$ cat config.mk
export PLATFORM = sky130hd
export DESIGN_NAME = sofs_top
export DESIGN_NICKNAME = d
export VERILOG_FILES = /design/src/sofs_pkg.sv /design/src/sofs_sync.sv /design/src/sofs_point.sv /design/src/sofs_top.sv
export SDC_FILE = /design/constraint.sdc
export NUM_CORES = 1
export LEC_CHECK = 0
export ABC_AREA = 1
export ABC_CLOCK_PERIOD_IN_PS = 1800
export BUFFER_PORTS_ARGS = -buffer_cell sky130_fd_sc_hd__buf_4
export CORE_ASPECT_RATIO = 0.9
export CORE_MARGIN = 2
export CORE_UTILIZATION = 50
export DETAILED_ROUTE_END_ITERATION = 10
export PLACE_DENSITY = 0.68
export RECOVER_POWER = 25
export SETUP_SLACK_MARGIN = 0.5
export SLEW_MARGIN = 40
export SYNTH_ARGS = -nofsm -noshare
export SYNTH_HDL_FRONTEND = slang
export SYNTH_SLANG_ARGS = --single-unit
export TNS_END_PERCENT = 100
$ cat constraint.sdc
create_clock -name clk_i -period 1.8 [get_ports clk_i]
set_input_delay 0.27 -clock clk_i [delete_from_list [all_inputs] [get_ports clk_i]]
set_output_delay 0.27 -clock clk_i [all_outputs]
set_load 0.02 [all_outputs]
$ cat src/sofs_pkg.sv
// Package of constants and LED encodings for the output fault supervisor
package sofs_pkg;
	localparam int unsigned POINTS = 16;
	localparam int unsigned GROUP_SIZE = 8;
	localparam int unsigned CLK_HZ = 50000000;
	// Sustained overcurrent trip time in ms
	localparam int unsigned OVERLOAD_MS = 10;
	localparam int unsigned OVERLOAD_CYCLES = (CLK_HZ / 1000) * OVERLOAD_MS;
	// Blink half period in ms
	localparam int unsigned BLINK_MS = 250;
	localparam int unsigned BLINK_CYCLES = (CLK_HZ / 1000) * BLINK_MS;
	// Two-bit indicator colour codes
	localparam logic [1:0] LED_OFF = 2'h0;
	localparam logic [1:0] LED_GREEN = 2'h1;
	localparam logic [1:0] LED_AMBER = 2'h2;
	localparam logic [1:0] LED_RED = 2'h3;
	localparam logic [15:0] CMD_RESET = 16'h0000;
	localparam logic [3:0] ERR_CODE_RESET = 4'h0;
endpackage : sofs_pkg

$ cat src/sofs_sync.sv
// Two flip-flop synchroniser for a bus of level inputs
`timescale 1ns/100ps
module sofs_sync #(
	parameter int unsigned WIDTH = 1
) (
	input wire logic clk_i,
	input wire logic reset_n_i,
	input wire logic [WIDTH-1:0] d_i,
	output logic [WIDTH-1:0] q_o
);
	typedef struct packed {
		logic [WIDTH-1:0] first;
		logic [WIDTH-1:0] second;
	} sync_state_t;
	sync_state_t st_reg;
	sync_state_t st_next;
	always_comb
	begin
		st_next.first = d_i;
		st_next.second = st_reg.first;
	end
	always_ff @(posedge clk_i or negedge reset_n_i)
	begin
		if (!reset_n_i)
			st_reg <= '0;
		else
			st_reg <= st_next;
	end
	assign q_o = st_reg.second;
endmodule : sofs_sync

$ cat src/sofs_point.sv
// One output point: overcurrent trip and fault latch
`timescale 1ns/100ps
module sofs_point #(
	parameter int unsigned TRIP_CYCLES = sofs_pkg::OVERLOAD_CYCLES
) (
	input wire logic clk_i,
	input wire logic reset_n_i,
	input wire logic cmd_i,
	input wire logic surge_i,
	input wire logic over_i,
	input wire logic hot_i,
	output logic drive_o,
	output logic fault_o
);
	typedef struct packed {
		logic [23:0] cnt;
		logic fault;
	} point_state_t;
	point_state_t st_reg;
	point_state_t st_next;
	logic trip;
	always_comb
	begin
		st_next = st_reg;
		trip = 1'b0;
		if (over_i && st_reg.cnt < 24'(TRIP_CYCLES))
			st_next.cnt = st_reg.cnt + 24'h000001;
		else if (!over_i)
			st_next.cnt = 24'h000000;
		// Surge, sustained overcurrent or overheating trips the point
		if (surge_i || hot_i || (over_i && st_reg.cnt >= 24'(TRIP_CYCLES)))
			trip = 1'b1;
		// Fault clears only once cause is gone and command is off
		if (trip)
			st_next.fault = 1'b1;
		else if (!cmd_i && !surge_i && !over_i && !hot_i)
			st_next.fault = 1'b0;
	end
	always_ff @(posedge clk_i or negedge reset_n_i)
	begin
		if (!reset_n_i)
			st_reg <= '0;
		else
			st_reg <= st_next;
	end
	assign fault_o = st_reg.fault;
	assign drive_o = cmd_i && !st_reg.fault && !trip;
	property p_fault_hold;
		@(posedge clk_i) disable iff (!reset_n_i)
		(st_reg.fault && cmd_i) |=> st_reg.fault;
	endproperty
	a_fault_hold: assert property (p_fault_hold)
		else $error("Point fault cleared while commanded on");
	property p_surge_trip;
		@(posedge clk_i) disable iff (!reset_n_i)
		surge_i |-> (!drive_o ##1 fault_o);
	endproperty
	a_surge_trip: assert property (p_surge_trip)
		else $error("Surge did not trip the point");
	property p_off_cmd;
		@(posedge clk_i) disable iff (!reset_n_i)
		!cmd_i |-> !drive_o;
	endproperty
	a_off_cmd: assert property (p_off_cmd)
		else $error("Point driven while commanded off");
endmodule : sofs_point

$ cat src/sofs_top.sv
// Smart output fault supervisor: points, status, indicators
// Notes on behaviour
// - Sixteen points, two groups of eight
// - Trip on surge or sustained overcurrent
// - Fault latched until cause gone, commanded off
// - Log terminal block attach and loss events
// - Report field power loss, group fault, block
// - Module indicator dark or solid green
// - Blink green while unconfigured or config failed
// - Amber on watchdog, blink pattern on error
// - Channel indicator off, green, amber fault
// - Group indicator off, green, red
// - Field power error on voltage mismatch
// - Update mode blinks module and group indicators green together
// - Flag no-load below threshold when enabled
// - Command one is on, zero is off
`timescale 1ns/100ps
module sofs_top #(
	parameter int unsigned TRIP_CYCLES = sofs_pkg::OVERLOAD_CYCLES,
	parameter int unsigned BLINK_CYCLES = sofs_pkg::BLINK_CYCLES
) (
	input wire logic clk_i,
	input wire logic reset_n_i,
	input wire logic [15:0] cmd_i,
	input wire logic cmd_valid_i,
	input wire logic cmd_lost_i,
	input wire logic [15:0] fallback_hold_i,
	input wire logic [15:0] fallback_value_i,
	input wire logic [15:0] noload_enable_i,
	input wire logic cfg_high_voltage_i,
	input wire logic configured_i,
	input wire logic selftest_fail_i,
	input wire logic watchdog_timeout_i,
	input wire logic internal_error_i,
	input wire logic [3:0] error_code_i,
	input wire logic update_mode_i,
	input wire logic [15:0] surge_i,
	input wire logic [15:0] overcurrent_i,
	input wire logic [15:0] overtemp_i,
	input wire logic [15:0] low_current_i,
	input wire logic [1:0] field_low_present_i,
	input wire logic [1:0] field_high_present_i,
	input wire logic block_present_i,
	output logic [15:0] point_drive_o,
	output logic [15:0] point_fault_o,
	output logic [15:0] noload_o,
	output logic [1:0] field_power_lost_o,
	output logic [1:0] field_power_error_o,
	output logic [1:0] group_fault_o,
	output logic block_on_o,
	output logic block_added_o,
	output logic block_lost_o,
	output logic [1:0] module_indicator_o,
	output logic [31:0] channel_indicator_o,
	output logic [1:0] group1_field_indicator_o,
	output logic [1:0] group2_field_indicator_o
);
	localparam int unsigned NP = sofs_pkg::POINTS;
	localparam int unsigned GS = sofs_pkg::GROUP_SIZE;
	typedef struct packed {
		logic [15:0] cmd;
		logic [15:0] drive;
		logic [15:0] fault;
		logic [15:0] noload;
		logic [1:0] lost;
		logic [1:0] perr;
		logic [1:0] gfault;
		logic block;
		logic block_seen;
		logic added;
		logic removed;
		logic [25:0] blink_cnt;
		logic blink;
		logic [3:0] pulse_cnt;
		logic [1:0] mod_led;
		logic [31:0] ch_led;
		logic [1:0] g1_led;
		logic [1:0] g2_led;
	} top_state_t;
	top_state_t st_reg;
	top_state_t st_next;
	logic [15:0] surge_s;
	logic [15:0] over_s;
	logic [15:0] hot_s;
	logic [15:0] low_s;
	logic [4:0] misc_s;
	logic [15:0] pt_drive;
	logic [15:0] pt_fault;
	logic [15:0] eff_cmd;
	logic [1:0] g_led [2];
	// Field-side sense lines arrive from the isolated domain
	sofs_sync #(.WIDTH(16)) u_sync_surge (.clk_i(clk_i),
		.reset_n_i(reset_n_i), .d_i(surge_i), .q_o(surge_s));
	sofs_sync #(.WIDTH(16)) u_sync_over (.clk_i(clk_i),
		.reset_n_i(reset_n_i), .d_i(overcurrent_i), .q_o(over_s));
	sofs_sync #(.WIDTH(16)) u_sync_hot (.clk_i(clk_i),
		.reset_n_i(reset_n_i), .d_i(overtemp_i), .q_o(hot_s));
	sofs_sync #(.WIDTH(16)) u_sync_low (.clk_i(clk_i),
		.reset_n_i(reset_n_i), .d_i(low_current_i), .q_o(low_s));
	sofs_sync #(.WIDTH(5)) u_sync_misc (.clk_i(clk_i),
		.reset_n_i(reset_n_i),
		.d_i({block_present_i, field_high_present_i, field_low_present_i}),
		.q_o(misc_s));
	// Command word lands bit 0 on point 1; fallback on lost link
	always_comb
	begin
		for (int i = 0; i < NP; i++)
		begin
			if (cmd_lost_i && !fallback_hold_i[i])
				eff_cmd[i] = fallback_value_i[i];
			else
				eff_cmd[i] = st_reg.cmd[i];
		end
	end
	genvar g;
	generate
		for (g = 0; g < NP; g++)
		begin : gen_point
			sofs_point #(.TRIP_CYCLES(TRIP_CYCLES)) u_point (
				.clk_i(clk_i),
				.reset_n_i(reset_n_i),
				.cmd_i(eff_cmd[g]),
				.surge_i(surge_s[g]),
				.over_i(over_s[g]),
				.hot_i(hot_s[g]),
				.drive_o(pt_drive[g]),
				.fault_o(pt_fault[g])
			);
		end
	endgenerate
	function automatic logic [1:0] group_led(input logic blk,
		input logic present, input logic err, input logic upd,
		input logic blink);
		if (upd)
			group_led = blink ? sofs_pkg::LED_GREEN : sofs_pkg::LED_OFF;
		else if (!blk || err)
			group_led = sofs_pkg::LED_RED;
		else if (present)
			group_led = sofs_pkg::LED_GREEN;
		else
			group_led = sofs_pkg::LED_OFF;
	endfunction : group_led
	always_comb
	begin
		st_next = st_reg;
		g_led[0] = sofs_pkg::LED_OFF;
		g_led[1] = sofs_pkg::LED_OFF;
		// Hold last valid command; link hold otherwise
		if (cmd_valid_i)
			st_next.cmd = cmd_i;
		st_next.drive = pt_drive;
		st_next.fault = pt_fault;
		st_next.noload = noload_enable_i & pt_drive & low_s;
		// Blink timebase
		if (st_reg.blink_cnt >= 26'(BLINK_CYCLES - 1))
		begin
			st_next.blink_cnt = 26'h0000000;
			st_next.blink = !st_reg.blink;
			if (st_reg.blink)
				st_next.pulse_cnt = st_reg.pulse_cnt + 4'h1;
		end
		else
			st_next.blink_cnt = st_reg.blink_cnt + 26'h0000001;
		for (int k = 0; k < 2; k++)
		begin
			st_next.lost[k] = !misc_s[k] && !misc_s[k + 2];
			// Mismatch between detected and configured supply
			st_next.perr[k] = cfg_high_voltage_i ?
				(misc_s[k] && !misc_s[k + 2]) :
				misc_s[k + 2];
			st_next.gfault[k] = |pt_fault[k*GS +: GS];
			g_led[k] = group_led(misc_s[4], !st_next.lost[k],
				st_next.perr[k], update_mode_i, st_reg.blink);
		end
		st_next.g1_led = g_led[0];
		st_next.g2_led = g_led[1];
		// Terminal block edge events, one pulse each
		st_next.block = misc_s[4];
		st_next.block_seen = st_reg.block;
		st_next.added = st_reg.block && !st_reg.block_seen;
		st_next.removed = !st_reg.block && st_reg.block_seen;
		for (int i = 0; i < NP; i++)
		begin
			if (pt_fault[i])
				st_next.ch_led[2*i +: 2] = sofs_pkg::LED_AMBER;
			else if (pt_drive[i])
				st_next.ch_led[2*i +: 2] = sofs_pkg::LED_GREEN;
			else
				st_next.ch_led[2*i +: 2] = sofs_pkg::LED_OFF;
		end
		// Module indicator priority
		if (update_mode_i)
			st_next.mod_led = st_reg.blink ? sofs_pkg::LED_GREEN :
				sofs_pkg::LED_OFF;
		else if (selftest_fail_i)
			st_next.mod_led = sofs_pkg::LED_OFF;
		else if (watchdog_timeout_i)
			st_next.mod_led = sofs_pkg::LED_AMBER;
		else if (internal_error_i)
			// Pulse count selects number of bursts encoding error code
			st_next.mod_led = (st_reg.blink &&
				st_reg.pulse_cnt <= error_code_i) ?
				sofs_pkg::LED_AMBER : sofs_pkg::LED_OFF;
		else if (!configured_i)
			st_next.mod_led = st_reg.blink ? sofs_pkg::LED_GREEN :
				sofs_pkg::LED_OFF;
		else
			st_next.mod_led = sofs_pkg::LED_GREEN;
	end
	always_ff @(posedge clk_i or negedge reset_n_i)
	begin
		if (!reset_n_i)
		begin
			st_reg <= '0;
			st_reg.g1_led <= sofs_pkg::LED_RED;
			st_reg.g2_led <= sofs_pkg::LED_RED;
		end
		else
			st_reg <= st_next;
	end
	assign point_drive_o = st_reg.drive;
	assign point_fault_o = st_reg.fault;
	assign noload_o = st_reg.noload;
	assign field_power_lost_o = st_reg.lost;
	assign field_power_error_o = st_reg.perr;
	assign group_fault_o = st_reg.gfault;
	assign block_on_o = st_reg.block;
	assign block_added_o = st_reg.added;
	assign block_lost_o = st_reg.removed;
	assign module_indicator_o = st_reg.mod_led;
	assign channel_indicator_o = st_reg.ch_led;
	assign group1_field_indicator_o = st_reg.g1_led;
	assign group2_field_indicator_o = st_reg.g2_led;
	property p_block_added;
		@(posedge clk_i) disable iff (!reset_n_i)
		$rose(block_on_o) |=> block_added_o ##1 !block_added_o;
	endproperty
	a_block_added: assert property (p_block_added)
		else $error("Block attach not reported once");
	property p_block_lost;
		@(posedge clk_i) disable iff (!reset_n_i)
		$fell(block_on_o) |=> block_lost_o;
	endproperty
	a_block_lost: assert property (p_block_lost)
		else $error("Block loss not reported");
	property p_ch_amber;
		@(posedge clk_i) disable iff (!reset_n_i)
		pt_fault[0] |=> channel_indicator_o[1:0] == sofs_pkg::LED_AMBER;
	endproperty
	a_ch_amber: assert property (p_ch_amber)
		else $error("Faulted channel not amber");
	property p_group_red;
		@(posedge clk_i) disable iff (!reset_n_i)
		(!update_mode_i && !misc_s[4]) |=>
			group1_field_indicator_o == sofs_pkg::LED_RED;
	endproperty
	a_group_red: assert property (p_group_red)
		else $error("Group indicator not red without block");
	property p_module_green;
		@(posedge clk_i) disable iff (!reset_n_i)
		(configured_i && !update_mode_i && !selftest_fail_i &&
			!watchdog_timeout_i && !internal_error_i) |=>
			module_indicator_o == sofs_pkg::LED_GREEN;
	endproperty
	a_module_green: assert property (p_module_green)
		else $error("Healthy module not solid green");
	property p_watchdog;
		@(posedge clk_i) disable iff (!reset_n_i)
		(watchdog_timeout_i && !update_mode_i && !selftest_fail_i) |=>
			module_indicator_o == sofs_pkg::LED_AMBER;
	endproperty
	a_watchdog: assert property (p_watchdog)
		else $error("Watchdog timeout not amber");
	property p_unison;
		@(posedge clk_i) disable iff (!reset_n_i)
		(update_mode_i && $past(update_mode_i)) |->
			(module_indicator_o == group1_field_indicator_o &&
			group2_field_indicator_o == group1_field_indicator_o);
	endproperty
	a_unison: assert property (p_unison)
		else $error("Update mode indicators not in step");
	property p_noload;
		@(posedge clk_i) disable iff (!reset_n_i)
		(!noload_enable_i[0] || !pt_drive[0]) |=> !noload_o[0];
	endproperty
	a_noload: assert property (p_noload)
		else $error("No-load flagged while disabled or off");
	property p_perr;
		@(posedge clk_i) disable iff (!reset_n_i)
		(!cfg_high_voltage_i && misc_s[2]) |=> field_power_error_o[0];
	endproperty
	a_perr: assert property (p_perr)
		else $error("High supply on low config not flagged");
endmodule : sofs_top

# Word level (Yosys, flattened, before mapping)
# Index checks and enable logic that the tools add are counted.
# word_totals
word_cells	582
register_bits	681
output_inout_bits	95
inputBits	147
# classes
addsub	18
reduce_logical	308
n_eq_ne	16
order_cmp	34
bitwise	2
mux	144
# ops
op	n
$mux W24	32
$add A24 B1 Y24 const B	16
$ge A24 B19 Y1 const B	16
$lt A24 B19 Y1 const B	16
$logic_and A1 B1 Y1	135
$logic_not A1 Y1	120
$mux W1	86
$mux W2	25
$logic_or A1 B1 Y1	34
$and A16 B16 Y16	2
$ne A2 B1 Y1 const B	16
$reduce_bool A2 Y1	16
$add A26 B1 Y26 const B	1
$ge A26 B24 Y1 const B	1
$mux W26	1
$reduce_or A8 Y1	2
$add A4 B1 Y4 const B	1
$le A4 B4 Y1	1
$reduce_and A2 Y1	1

# Longest topological paths before layout
# logic_depth
ltp_word	9
mapped_depth	12
depth_no_buf	11

# By module
# A second synthesis with hierarchy kept.
# hier_totals
hier_cells	4510
hier_area_um2	34999.8
# by_module_without_submodules
module	seq_area_each_um2	instances	cells_each	area_per_inst_um2
sofs_point	625.6	16	234	1606.5
sofs_top	3183.1	1	628	5841.9
sofs_sync (u_sync_hot ...)	800.8	4	32	800.8
sofs_sync (u_sync_misc)	250.2	1	10	250.2

# Worst setup path before layout
# OpenSTA, ideal clock, no wires.
# synth_timing
path_kind	register -> register
from	reg st_reg[43] in the netlist's numbering
to	reg st_reg[64] in the netlist's numbering
setup_slack_ns	0.237
path_stages_with_launch	11
setup_ns	0.118
t_arrival_ns	1.444
period_less_slack_ns	1.563
t_required_ns	1.682
path_buffers	2
path_cell_list	dfrtp_1 -> ha_1 -> nand2_1 -> nor2_2 -> nand2_1 -> nand3_1 -> nand3_1 -> nand2_1 -> buf_4 -> buf_4 -> nor2_1
# synth_rtl
element	line	source
start, declared	sofs_top.sv:80	top_state_t st_reg;
start signal, assigned	sofs_top.sv:219	st_reg <= st_next;

# Worst setup path in the final report
# layout_timing
from	reg gen_point[2].u_point.st_reg[23] in the netlist's numbering
to	reg gen_point[2].u_point.st_reg[6] in the netlist's numbering
# layout_via
elab_chain_cells	3
word_cells_on_any_way	4
classes_between	1 x order compare; 1 x eq/ne; 1 x mux; 1 x reduce/logical
# layout_rtl
element	line	source
start, declared	sofs_point.sv:19	point_state_t st_reg;
start signal, assigned	sofs_point.sv:44	st_reg <= st_next;
$lt A24 B19 Y1 (*)	sofs_point.sv:26	if (over_i && st_reg.cnt < 24'(TRIP_CYCLES))
$logic_and A1 B1 Y1 (*)	sofs_point.sv:26	
$ne A2 B1 Y1 (no source line) or $mux W24 (tied branches)	-	
# Mark *: on every way between the ends. The rest lies on a longest branch, timed or not.
# A chain may end at the register's enable or synchronous reset.

==> key figures <==
Cells and area
  • NumNets Final: 5,092
  • Most common cell after layout, fill and taps aside: nand2_1
  • Reg area: 16,700 um2
  • Area growth, synth to finish: 38.8%
  • Area of the multi-input gates: roughly 16,000 um2
  • FILL cells: 4,810
  • Max FFs per register: 384
  • Leading cell types in the layout, fill and taps excluded: nand2_1, dfrtp_1, inv_1
  • Ratio of cells with drive above 1 in the final layout: between 30% and 40%
  • Non-Filler Instances: about 5,800

Yosys
  • Syn_area_per_cell: ~7.9 um2
  • Yosys reg bits: 665
  • Synth cell types: 44
  • Synth Cell Area: 33,500 um2
  • Sequential share of the synthesized area: 49.7%
  • Yosys warns: 0
  • Synth Flop Type: dfrtp_1
  • EDFF count, synth: 0
  • Mapped Cells: approximately 4,200
  • Async S/R FF share, synth: 100%

Hold path
  • Hold/Removal Path Class: input port to flip-flop

STA
  • Fin Setup TNS: 0 ns
  • Number of hold violations in the final report: 0
  • Tightest Pin Transition: 1.17 ns
  • Final setup fails: 0
  • Final Slew Violations: 0
  • Fin Clk Skew: 0.0295 ns
  • Max-Slew Margin vs Limit: between 20% and 30%
  • Hold Slack: 0.104 ns
  • Final worst path period need: 1.70 ns
  • Fin crit share: between 90% and 100%
  • RSZ-0062 raised after global routing: true
  • F_max: between 500 and 600 MHz

Critical path
  • Worst EP required: 2.28 ns
  • Crit Path Category: flip-flop to flip-flop
  • Max stage delay on crit path: 0.38 ns
  • WP data arrival: approximately 2.2 ns
  • Worst path most repeated cell: nand2_1
  • Crit path max-delay cell type: dfrtp_1
  • Critical path launch point type: flip-flop
  • Crit. End Element: flip-flop
  • Crit-path max FO: 6
  • Ordered list of cells on the worst path: nor2_1 -> nand2_1 -> nor2_2 -> nand2_1 -> nand2_2 -> nand3_4 -> buf_6 -> nand2_8 -> buf_8 -> o21ai_2

Power and ir drop
  • Peak VDD IR: slightly above 0.7 mV
  • Leakage power total: 23.4 nW
  • Sequential power share: 47.2%
  • Clock power share: between 40% and 50%
  • Psw: 8.01 mW
  • Power Density: a little over 700 nW/um2
  • Comb power frac: ~7.9%
  • Sw frac: 24.0%
  • Internal: about 25 mW

Routing
  • Top routing layer in use: met4
  • WL final: 90,100 um
  • Antenna Nets Post-Route: 0
  • Vias per cell: 5.09
  • Routed length per instance: 15.5 um
  • Routed wl met3: 5490 um
  • First DRT Iteration DRCs: approximately 1,900
  • Total number of vias: 29,600
  • Drt pass-1 iters: 6
  • Residual DRC: 0
  • DR WL met2: between 40,000 and 50,000 um
  • Met1 wire length: 39,800 um

Clock tree
  • CTS Root Cell: clkbuf_16
  • CTS H-Tree Depth: 3
  • Clk buf depth: 3
  • CTS sink cnt: 665
  • Clock transition at path regs: 0.06 ns
  • Clock latency on the worst-skew pair: 0.62 ns
  • Total CTS buffers: 72
  • CTS tree: done

GRT
  • Antenna violations before repair: 2
  • Number of global-route vias before repair: a little under 30,000
  • Tot GR Track Use: 25.2%
  • First-pass GRT wire length: between 100,000 and 150,000 um
  • Largest net degree at the start of global routing: 86
  • GRT overflow: 0

Floorplanning
  • Total die area: 69,000 um2
  • Die Width: 277 um
  • Area of the core: approximately 66,000 um2
  • I/O pins: between 200 and 250
  • Initial Util: about half
  • DIE HEIGHT: 249 um
  • Row count: between 80 and 90

Run
  • Max Cap Viol: 0

Placement
  • Inst Count DP: 5,262
  • Port bufs: 241
  • Global placer's final weighted congestion: 0.921
  • Dpl hpwl: 54,500 um

Status
  • Outcome: completed
[timing repair]
item / in CTS / in global routing
buffers inserted: 234 / 61
cloned: 29 / 4
endpoints found under the hold margin: 292 / 0
setup endpoints to repair: 493 / 493
gates resized for setup: 720 / 360
hold buffers: 107 / 0
pin swaps: 168 / 169
[Yosys cell counts, types with 4 or more instances]
library cell	n	share of area, %
nand2_1	1172	13
dfrtp_1	661	49
nor2_1	603	6.8
inv_1	589	6.6
nand3_1	293	4.4
xor2_1	169	4.4
o21ai_0	135	2.0
buf_4	104	2.3
nand4_1	79	1.5
nor3_1	60	0.90
o21ai_1	48	0.72
ha_1	38	1.4
buf_2	31	0.46
buf_6	25	0.84
o21ai_2	24	0.63
a21oi_1	20	0.30
o22ai_1	19	0.36
a31o_2	16	0.42
xnor2_1	16	0.42
o211ai_1	14	0.31
nor2_4	11	0.37
or2_2	11	0.21
clkbuf_1	10	0.11
nand3_2	9	0.27
nand2_4	7	0.24
nor2_2	7	0.13
inv_2	6	0.067
nand2_2	6	0.11
nand3b_1	5	0.11
a21o_1	4	0.090
clkinv_1	4	0.045
dfstp_2	4	0.31
inv_4	4	0.075
[worst max-delay path, delay by kind of cell (launching register included)]
| family | cells | cell delay (ns) |
|---|---|---|
| AOI/OAI and AO/OA | 1 | 0.05 |
| DFF | 1 | 0.38 |
| and+or+nand+nor | 7 | 0.82 |
| buffers and inverters | 2 | 0.31 |
[kinds of logic after synthesis]
| logic type | Yosys count | synth area share [%] |
|---|---|---|
| buffers and inverters | 776 | 10.6 |
| DFF | 665 | 49.7 |
| and+or+nand+nor | 2275 | 28.4 |
| AOI/OAI and AO/OA | 285 | 4.97 |
| muxes | 1 | 0.0299 |
| other | 1 | 0.0112 |
| xor gates and xnor gates | 185 | 4.84 |
| adders and majority gates | 38 | 1.42 |
[stage by stage]
stage | instance area, um2 | util, % | setup WS (ns) | total power [mW]
after global placement | 36800 | 55.8 | 0.158 | 17.8
after CTS | 44800 | 68.0 | 0.217 | 33.6
final | 46500 | 70.5 | 0.0952 | 33.3
after global routing | 46500 | 70.5 | 0.0130 | 34.6
after floorplan | 34200 | - | 0.369 | 16.8
after detailed placement | 36800 | 55.8 | 0.113 | 17.9
[cell type report]
type                    count  area share [%]
clock inverters            30           0.786
inverters                 603            5.15
diodes                      1         0.00539
multi-input cells        2788            35.2
repair inverters            8           0.218
well taps                 864            2.33
flip-flops and latches    665            36.0
clock buffers              95            4.30
repair buffers            769            16.0
[power groups by stage]
stage / Combinational [mW] / Clock, mW / Sequential, mW
2_1_floorplan: 1.02 / 0 / 15.8
3_3_place_gp: 1.86 / 0 / 16.0
3_5_place_dp: 1.90 / 0 / 16.0
4_1_cts: 2.54 / 15.3 / 15.7
5_1_grt: 2.91 / 15.9 / 15.8
6_report: 2.64 / 15.0 / 15.7
[routing by layer]
| metal | track usage (%) | vias up |
|---|---|---|
| met5 | 0 | - |
| met4 | 6.77 | 0 |
| met3 | 4.28 | 195 |
| met2 | 41.1 | 925 |
| met1 | 34.9 | 14100 |
| li1 | - | 14400 |
[final timing paths]
kind	startpoint	end	slack, ns	cells past startpoint
hold / removal	cmd_valid_i	st_reg[139]	0.10	3
setup / recovery	gen_point[2].u_point.st_reg[23]	gen_point[2].u_point.st_reg[6]	0.1	10
max in group asynchronous	reset_n_i	point_drive_o[9]	0.25	4
min in group asynchronous	reset_n_i	gen_point[8].u_point.st_reg[2]	0.42	2
setup reg to reg	gen_point[2].u_point.st_reg[23]	gen_point[2].u_point.st_reg[6]	0.1	10
hold reg to reg	u_sync_surge.st_next[0]	u_sync_surge.q_o[0]	0.33	0
Note: power is estimated with default switching activity, not from simulation.
